<file path="src/hw/slot_control_map.svh">
// offsets, field positions, reset values and timing counts of the hot-plug slot control register
`ifndef SLOT_CONTROL_MAP_SVH
`define SLOT_CONTROL_MAP_SVH

`define SLOT_CTL_OFFSET   12'h0B8
`define SLOT_CTL_RESET    16'h01C0

`define LINK_NOTIFY_BIT   12
`define INTERLOCK_BIT     11
`define POWER_CMD_BIT     10
`define PWR_LAMP_LSB      8
`define ATTN_LAMP_LSB     6
`define IRQ_EN_BIT        5

`define LAMP_RSVD         2'h0
`define LAMP_ON           2'h1
`define LAMP_BLINK        2'h2
`define LAMP_OFF          2'h3

`define POWER_CMD_RESET   1'h0
`define BLINK_HALF_MS     500
`define CLK_PERIOD_NS     8

`endif

</file>
<file path="src/hw/slot_control_pkg.sv">
// types shared by the slot control register and its lamp drivers
package slot_control_pkg;
	typedef logic [1:0]  lamp_code_t;
	typedef logic [15:0] slot_ctl_t;
	typedef logic [31:0] cfg_word_t;
	typedef enum logic {
		PHASE_LIT,
		PHASE_DARK
	} blink_phase_t;
endpackage

</file>
<file path="src/hw/lamp_driver.sv">
// one chassis lamp driven from its two-bit control code
`timescale 1ns/1ns
`include "slot_control_map.svh"
module lamp_driver
	import slot_control_pkg::*;
(
	input  wire logic       sys_clk_in,
	input  wire logic       rst_n_in,
	input  wire lamp_code_t code_in,
	input  wire logic       present_in,
	input  wire logic       blink_tick_in,
	output logic            lamp_on_out
);
	blink_phase_t phase_q;
	blink_phase_t phase_d;
	logic         lamp_d;

	// blink phase flips on every half-period tick
	always_comb begin
		case (phase_q)
			PHASE_LIT:  phase_d = blink_tick_in ? PHASE_DARK : PHASE_LIT;
			PHASE_DARK: phase_d = blink_tick_in ? PHASE_LIT : PHASE_DARK;
			default:    phase_d = PHASE_LIT;
		endcase
	end

	// reserved code 00 leaves the lamp dark rather than guessing a state
	assign lamp_d = present_in &
		((code_in == `LAMP_ON) |
		 ((code_in == `LAMP_BLINK) & (phase_q == PHASE_LIT)));

	always_ff @(posedge sys_clk_in or negedge rst_n_in) begin
		if (!rst_n_in) begin
			phase_q     <= PHASE_LIT;
			lamp_on_out <= 1'b0;
		end else begin
			phase_q     <= phase_d;
			lamp_on_out <= lamp_d;
		end
	end
endmodule

</file>
<file path="src/hw/pcie_slot_control_register.sv">
// hot-plug slot control register of a root port, with its slot-side drives
`timescale 1ns/1ns
`include "slot_control_map.svh"
module pcie_slot_control_register
	import slot_control_pkg::*;
#(
	parameter int unsigned BLINK_HALF_CYCLES = `BLINK_HALF_MS * 1000000 / `CLK_PERIOD_NS
) (
	input  wire logic        sys_clk_in,
	input  wire logic        rst_n_in,
	// configuration access, dword address with byte enables
	input  wire logic [11:0] cfg_addr_in,
	input  wire logic        cfg_wr_in,
	input  wire logic        cfg_rd_in,
	input  wire logic [3:0]  cfg_be_in,
	input  wire cfg_word_t   cfg_wdata_in,
	output cfg_word_t        cfg_rdata_out,
	output logic             cfg_rvalid_out,
	// slot capability straps
	input  wire logic        cap_link_active_in,
	input  wire logic        cap_interlock_in,
	input  wire logic        cap_power_ctrl_in,
	input  wire logic        cap_power_lamp_in,
	input  wire logic        cap_attn_lamp_in,
	input  wire logic        cap_hotplug_in,
	// slot events
	input  wire logic        link_active_in,
	input  wire logic        hotplug_event_in,
	input  wire logic        power_fault_in,
	// slot-side drives
	output logic             slot_power_on_out,
	output logic             interlock_engaged_out,
	output logic             power_lamp_out,
	output logic             attention_lamp_out,
	output logic             link_change_notify_out,
	output logic             hotplug_irq_out
);
	localparam logic [11:0] SLOT_OFF       = `SLOT_CTL_OFFSET;
	localparam slot_ctl_t   CTL_RESET      = `SLOT_CTL_RESET;
	localparam logic [25:0] BLINK_LAST     = 26'(BLINK_HALF_CYCLES - 1);
	localparam int          LINK_NOTIFY_B  = `LINK_NOTIFY_BIT;
	localparam int          INTERLOCK_B    = `INTERLOCK_BIT;
	localparam int          POWER_CMD_B    = `POWER_CMD_BIT;
	localparam int          PWR_LAMP_B     = `PWR_LAMP_LSB;
	localparam int          ATTN_LAMP_B    = `ATTN_LAMP_LSB;
	localparam int          IRQ_EN_B       = `IRQ_EN_BIT;

	// one dword holds this register in its low half and the slot status above it
	function automatic logic dword_hit(input logic [11:0] addr);
		dword_hit = (addr[11:2] == SLOT_OFF[11:2]);
	endfunction

	// stored fields
	logic        link_notify_q;
	logic        power_cmd_q;
	lamp_code_t  power_lamp_q;
	lamp_code_t  attn_lamp_q;
	logic        irq_en_q;
	logic        interlock_q;
	logic        link_prev_q;
	logic [25:0] blink_cnt_q;
	logic        blink_tick_q;

	logic        link_notify_d;
	logic        power_cmd_d;
	lamp_code_t  power_lamp_d;
	lamp_code_t  attn_lamp_d;
	logic        irq_en_d;
	logic        interlock_d;
	logic [25:0] blink_cnt_d;
	logic        blink_tick_d;

	// access decode
	wire         wr_hit;
	wire         rd_hit;
	wire         wr_lo;
	wire         wr_hi;
	wire         wr_link_notify;
	wire         wr_power_cmd;
	wire         wr_power_lamp;
	wire         wr_attn_lamp;
	wire         wr_irq_en;
	wire         toggle_req;
	wire         link_changed;
	wire         link_notify_d_ev;
	wire         irq_d;
	wire         power_on_d;
	wire         blink_wrap;
	slot_ctl_t   ctl_view;
	cfg_word_t   rdata_d;

	assign wr_hit = cfg_wr_in & dword_hit(cfg_addr_in);
	assign rd_hit = cfg_rd_in & dword_hit(cfg_addr_in);
	assign wr_lo  = wr_hit & cfg_be_in[0];
	assign wr_hi  = wr_hit & cfg_be_in[1];

	// per-field write strobes; a missing capability turns its field read-only
	assign wr_link_notify = wr_hi & cap_link_active_in;
	assign wr_power_cmd   = wr_hi & cap_power_ctrl_in;
	assign wr_power_lamp  = wr_hi & cap_power_lamp_in;
	assign wr_attn_lamp   = wr_lo & cap_attn_lamp_in;
	assign wr_irq_en      = wr_lo & cap_hotplug_in;

	// each field takes a write only where its strobe fires, else it holds its value
	assign link_notify_d = wr_link_notify ?
		cfg_wdata_in[LINK_NOTIFY_B] : link_notify_q;
	assign power_cmd_d   = wr_power_cmd ?
		cfg_wdata_in[POWER_CMD_B] : power_cmd_q;
	assign power_lamp_d  = wr_power_lamp ?
		cfg_wdata_in[PWR_LAMP_B +: 2] : power_lamp_q;
	assign attn_lamp_d   = wr_attn_lamp ?
		cfg_wdata_in[ATTN_LAMP_B +: 2] : attn_lamp_q;
	assign irq_en_d      = wr_irq_en ?
		cfg_wdata_in[IRQ_EN_B] : irq_en_q;

	// the toggle bit is a command, never stored; a zero written does nothing
	assign toggle_req  = wr_hi & cap_interlock_in & cfg_wdata_in[INTERLOCK_B];
	assign interlock_d = interlock_q ^ toggle_req;

	// readback is the stored field, so a pending command never hides the last write
	always_comb begin
		ctl_view                      = 16'h0000;
		ctl_view[LINK_NOTIFY_B]       = link_notify_q;
		ctl_view[INTERLOCK_B]         = 1'b0;
		ctl_view[POWER_CMD_B]         = power_cmd_q;
		ctl_view[PWR_LAMP_B +: 2]     = power_lamp_q;
		ctl_view[ATTN_LAMP_B +: 2]    = attn_lamp_q;
		ctl_view[IRQ_EN_B]            = irq_en_q;
	end

	// slot status half of the dword is handled elsewhere and reads zero here
	assign rdata_d = rd_hit ? {16'h0000, ctl_view} : 32'h0000_0000;

	// link-active edges, reported only while enabled
	assign link_changed     = link_active_in ^ link_prev_q;
	assign link_notify_d_ev = link_changed & cap_link_active_in & link_notify_q;

	// master enable gates the enabled link-change event and the unmasked hot-plug event onto the interrupt
	assign irq_d = irq_en_q & cap_hotplug_in &
		(link_notify_d_ev | hotplug_event_in);

	// a fault wins over the command; without a controller the slot stays powered
	assign power_on_d = (~cap_power_ctrl_in | ~power_cmd_q) & ~power_fault_in;

	// shared blink timebase so both lamps blink in step
	assign blink_wrap   = (blink_cnt_q == BLINK_LAST);
	assign blink_cnt_d  = blink_wrap ? 26'h000_0000 : blink_cnt_q + 26'h000_0001;
	assign blink_tick_d = blink_wrap;

	// link-change notification enable
	always_ff @(posedge sys_clk_in or negedge rst_n_in) begin
		if (!rst_n_in) begin
			link_notify_q <= CTL_RESET[LINK_NOTIFY_B];
		end else begin
			link_notify_q <= link_notify_d;
		end
	end

	// slot power command, zero meaning on
	always_ff @(posedge sys_clk_in or negedge rst_n_in) begin
		if (!rst_n_in) begin
			power_cmd_q <= `POWER_CMD_RESET;
		end else begin
			power_cmd_q <= power_cmd_d;
		end
	end

	// power lamp code
	always_ff @(posedge sys_clk_in or negedge rst_n_in) begin
		if (!rst_n_in) begin
			power_lamp_q <= CTL_RESET[PWR_LAMP_B +: 2];
		end else begin
			power_lamp_q <= power_lamp_d;
		end
	end

	// attention lamp code
	always_ff @(posedge sys_clk_in or negedge rst_n_in) begin
		if (!rst_n_in) begin
			attn_lamp_q <= CTL_RESET[ATTN_LAMP_B +: 2];
		end else begin
			attn_lamp_q <= attn_lamp_d;
		end
	end

	// hot-plug interrupt enable
	always_ff @(posedge sys_clk_in or negedge rst_n_in) begin
		if (!rst_n_in) begin
			irq_en_q <= CTL_RESET[IRQ_EN_B];
		end else begin
			irq_en_q <= irq_en_d;
		end
	end

	// interlock state, moved only by a toggle command
	always_ff @(posedge sys_clk_in or negedge rst_n_in) begin
		if (!rst_n_in) begin
			interlock_q <= 1'b0;
		end else begin
			interlock_q <= interlock_d;
		end
	end

	// read data, one cycle after the request
	always_ff @(posedge sys_clk_in or negedge rst_n_in) begin
		if (!rst_n_in) begin
			cfg_rdata_out <= 32'h0000_0000;
		end else begin
			cfg_rdata_out <= rdata_d;
		end
	end

	// valid follows every read strobe, hit or miss, so a stray read never hangs the host
	always_ff @(posedge sys_clk_in or negedge rst_n_in) begin
		if (!rst_n_in) begin
			cfg_rvalid_out <= 1'b0;
		end else begin
			cfg_rvalid_out <= cfg_rd_in;
		end
	end

	// last link level, for edge detection
	always_ff @(posedge sys_clk_in or negedge rst_n_in) begin
		if (!rst_n_in) begin
			link_prev_q <= 1'b0;
		end else begin
			link_prev_q <= link_active_in;
		end
	end

	// link-change notification pulse
	always_ff @(posedge sys_clk_in or negedge rst_n_in) begin
		if (!rst_n_in) begin
			link_change_notify_out <= 1'b0;
		end else begin
			link_change_notify_out <= link_notify_d_ev;
		end
	end

	// hot-plug interrupt pulse
	always_ff @(posedge sys_clk_in or negedge rst_n_in) begin
		if (!rst_n_in) begin
			hotplug_irq_out <= 1'b0;
		end else begin
			hotplug_irq_out <= irq_d;
		end
	end

	// slot power drive, registered so a glitch on the fault pin never reaches the slot
	always_ff @(posedge sys_clk_in or negedge rst_n_in) begin
		if (!rst_n_in) begin
			slot_power_on_out <= 1'b0;
		end else begin
			slot_power_on_out <= power_on_d;
		end
	end

	// interlock drive mirrors the stored state
	always_ff @(posedge sys_clk_in or negedge rst_n_in) begin
		if (!rst_n_in) begin
			interlock_engaged_out <= 1'b0;
		end else begin
			interlock_engaged_out <= interlock_d;
		end
	end

	// blink divider; long count kept as a parameter so simulation can shorten it
	always_ff @(posedge sys_clk_in or negedge rst_n_in) begin
		if (!rst_n_in) begin
			blink_cnt_q <= 26'h000_0000;
		end else begin
			blink_cnt_q <= blink_cnt_d;
		end
	end

	// one-cycle tick at the end of each blink half period
	always_ff @(posedge sys_clk_in or negedge rst_n_in) begin
		if (!rst_n_in) begin
			blink_tick_q <= 1'b0;
		end else begin
			blink_tick_q <= blink_tick_d;
		end
	end

	// chassis lamps driven straight from their control fields
	lamp_driver u_power_lamp (
		.sys_clk_in    (sys_clk_in),
		.rst_n_in      (rst_n_in),
		.code_in       (power_lamp_q),
		.present_in    (cap_power_lamp_in),
		.blink_tick_in (blink_tick_q),
		.lamp_on_out   (power_lamp_out)
	);

	lamp_driver u_attn_lamp (
		.sys_clk_in    (sys_clk_in),
		.rst_n_in      (rst_n_in),
		.code_in       (attn_lamp_q),
		.present_in    (cap_attn_lamp_in),
		.blink_tick_in (blink_tick_q),
		.lamp_on_out   (attention_lamp_out)
	);
endmodule

</file>
<file path="config.mk">
export PLATFORM = sky130hd
export DESIGN_NAME = pcie_slot_control_register
export DESIGN_NICKNAME = d
export VERILOG_FILES = /design/src/hw/slot_control_pkg.sv /design/src/hw/lamp_driver.sv /design/src/hw/pcie_slot_control_register.sv
export VERILOG_INCLUDE_DIRS = /design/src /design/src/hw
export SDC_FILE = /design/constraint.sdc
export NUM_CORES = 1
export LEC_CHECK = 0
export BUFFER_PORTS_ARGS = -buffer_cell sky130_fd_sc_hd__clkbuf_2
export CORE_AREA = 2 2 79 81
export DETAILED_ROUTE_END_ITERATION = 8
export DIE_AREA = 0 0 81 83
export PLACE_DENSITY_LB_ADDON = 0.3
export SYNTH_ARGS = -nofsm -noshare
export SYNTH_HDL_FRONTEND = slang
export SYNTH_SLANG_ARGS = --single-unit
</file>
<file path="constraint.sdc">
create_clock -name sys_clk_in -period 1.7 [get_ports sys_clk_in]
set_input_delay 0.34 -clock sys_clk_in [delete_from_list [all_inputs] [get_ports sys_clk_in]]
set_output_delay 0.34 -clock sys_clk_in [all_outputs]
set_load 0.01 [all_outputs]
</file>
==> results.cfg <==
[sta]
rsz0062_at_grt = yes
slew-limit-headroom_pct = 63.8
fmax_mhz = 600
tightest_slew_ps = 543
slew_violations = 0
period_needed_ps = 1670
fin_hold_ws_ps = -6.35
setup_viol = 0
hold_viol = 14
finalCritPeriodShare_pct = 98.1
worst_slack_ps = 33.0
skew_ps = 6.94

[setup_path]
cp-end-kind = flip-flop
cp_slowest_stage_delay_ps = 430
worstPathArrival_ps = 1880
worst_ep_required_time_ps = 1910
critPathLaunchType = flip-flop
critPathKind = reg -> reg
critical_path_buf_inv_count = 0
path_max_fanout = 6
crit_family = simple AND/OR/NAND/NOR gates
path_depth = 5
ff2ff_path_depth = 5
cpMaxStageDelayCell = dfrtp_1
critical_path.cell_chain = and3_1, nand3_1, nor4_2, xnor2_1, nor2_1

[routing]
drc_errors = 0
vias_per_cell = 4.91
drtIter0Drc = 67
avgRoutedWirePerCell_um = 13.7
firstDrtPassIters = 4
via_count = 1861
wl_um = 5200
drtAntennaViolNets = 0

[status]
status = finished with violations
failed_checks = hold timing

[yosys]
yosysMostFrequentCell = dfrtp_1
yosysSeqAreaShare_pct = 52.7
netlist_top_cells_count = dfrtp_1 (48), buf_4 (26), nor2_1 (16), and3_1 (14), nand3_1 (14)
synth-edff-count = 0
yosys.area.top_type = dfrtp_1
syn_area_per_cell_sq_um = 11.2
ys_types = 34
yosys_warnings = 0
synth_cells = 217
synthArstFlopShare_pct = 100
synth_top_flop_cell = dfrtp_1
syn_area_sq_um = 2430
yosysTopAreaCellShare_pct = 49.5
synth_seq_cells = 51
synth_area_leaders = dfrtp_1 (49%), buf_4 (8.0%), xnor2_1 (4.3%)

[place]
gp_congestion = 0.811
dp_hpwl_um = 3870
pre_cts_slack_ps = -323
port_buffers = 46

[cells_and_area]
area_delta_synth_final_pct = 30.5
n_fill_cell = 547
drive_gt1_share_pct = 39.5
fin_nets = 365
antenna_cells = 0

[clock_tree]
htreeDepth = 2
clock_path_buffers = 2
cts_tree = done
cts_buffers = 5
cts_sinks = 51
root_buffer = clkbuf_8
path_clk_slew_ps = 100
cts_hold_buf = 0
clk_latency_ps = 310

[power]
leakage_nw = 1.64
totalPowerFinal_mw = 2.24
peakVddDrop_mv = 0.301
p_per_area_nw_per_um2 = 706

[floorplanning]
die-height_um = 83
ios = 100
rows = 28
core_sq_um = 5820
dieWidth_um = 81
start_util_pct = 41.7
die-area_sq_um = 6720

[global_route]
grt_pass1_wl_um = 8650
grt_overflow = 0
grt_max_degree = 20
grt_use_total_pct = 16.5
grt_antenna_before_repair = 0
first_global_vias = 1810

[flow_run]
cap_violations = 0

[hold_path]
hold_path_class = in -> async
-- path summary, 6_finish.rpt --
kind	from	end	slack (ps)
worst max-delay path	blink_cnt_q[2]	blink_cnt_q[25]	30
worst min-delay path	rst_n_in	power_lamp_q[1]	-6
worst max register to register	blink_cnt_q[2]	blink_cnt_q[25]	30
worst min register to register	u_power_lamp.phase_q	u_power_lamp.phase_q	480
max in group asynchronous	rst_n_in	power_lamp_q[0]	1140
min in group sys_clk_in	link_active_in	link_prev_q	160
-- report_power, final --
| part | internal (mW) | switching [mW] |
|---|---|---|
| combinational | 0.0429 | 0.0749 |
| clock | 0.484 | 0.416 |
| sequential | 1.22 | 0.00176 |
| total | 1.74 | 0.493 |
-- flip-flops by register name (all words and copies together) (netlist names), 2 cells and up --
| signal | count |
|---|---|
| attn_lamp_q | 2 |
| blink_cnt_q | 26 |
| power_lamp_q | 2 |
| cfg_rdata_out | 7 |
-- kinds of logic (layout without fill, tap and decap cells) --
family,Yosys count,count (layout),synth area share (%)
fa+ha+maj,1,1,0.515
buf+inv,30,93,8.76
other cells,1,25,0.154
compound gates,6,6,1.44
flops,51,51,52.7
simple gates,95,95,23.0
xor+xnor,24,24,8.66
mux,9,9,4.69
-- what timing repair did --
action                     4_1_cts  5_1_grt
buffers inserted                 1        4
cloned                           0        0
pin swaps                        3        0
gates resized for setup          2       19
hold endpoints to repair         0        0
setup endpoints to repair        8       22
-- layout by cell type (no fill, tap or decap), drive strengths merged, types with 2 or more instances in the layout --
cell    instances
a21oi           2
and3           14
buf            37
clkbuf         52
conb           25
dfrtp          48
dfstp           3
inv             3
mux2            7
mux2i           2
nand2          10
nand3          14
nand3b          3
nand4          14
nor2           16
nor2b           4
nor3            6
nor4            6
nor4bb          2
o21ai           3
xnor2          12
xor2           12
-- worst register-to-register path, stage by stage, from the launching register on --
cell	delay (ps)
dfrtp_1	430
and3_1	250
nand3_1	310
nor4_2	370
xnor2_1	160
nor2_1	50
-- routing by layer --
layer	up-vias	GRT usage (%)	part of all wire [%]
li1	881	-	-
met1	928	21.5	42
met2	42	26.9	53
met3	10	3.15	3.2
met4	0	6.47	2.1
met5	-	0	0
-- stage by stage --
stage	instances	setup TNS (ps)	area (sq um)	utilization (%)
floorplan	241	-742	2540	-
global placement	366	-2100	2920	50.2
detailed placement	366	-2420	2920	50.2
CTS	375	0	3060	52.6
global route	379	-86.4	3170	54.5
finish	379	0	3170	54.5
-- cell type report --
cell class	instances	area, sq um	share of cell area (%)
inverter	2	7.51	0.237
clock buffer	6	82.6	2.61
sequential	51	1280	40.5
clock inverter	2	38.8	1.22
tap	75	93.8	2.96
timing repair buffer	83	533	16.8
multi-input combinational	160	1130	35.6
(Power assumes the default switching activity.)
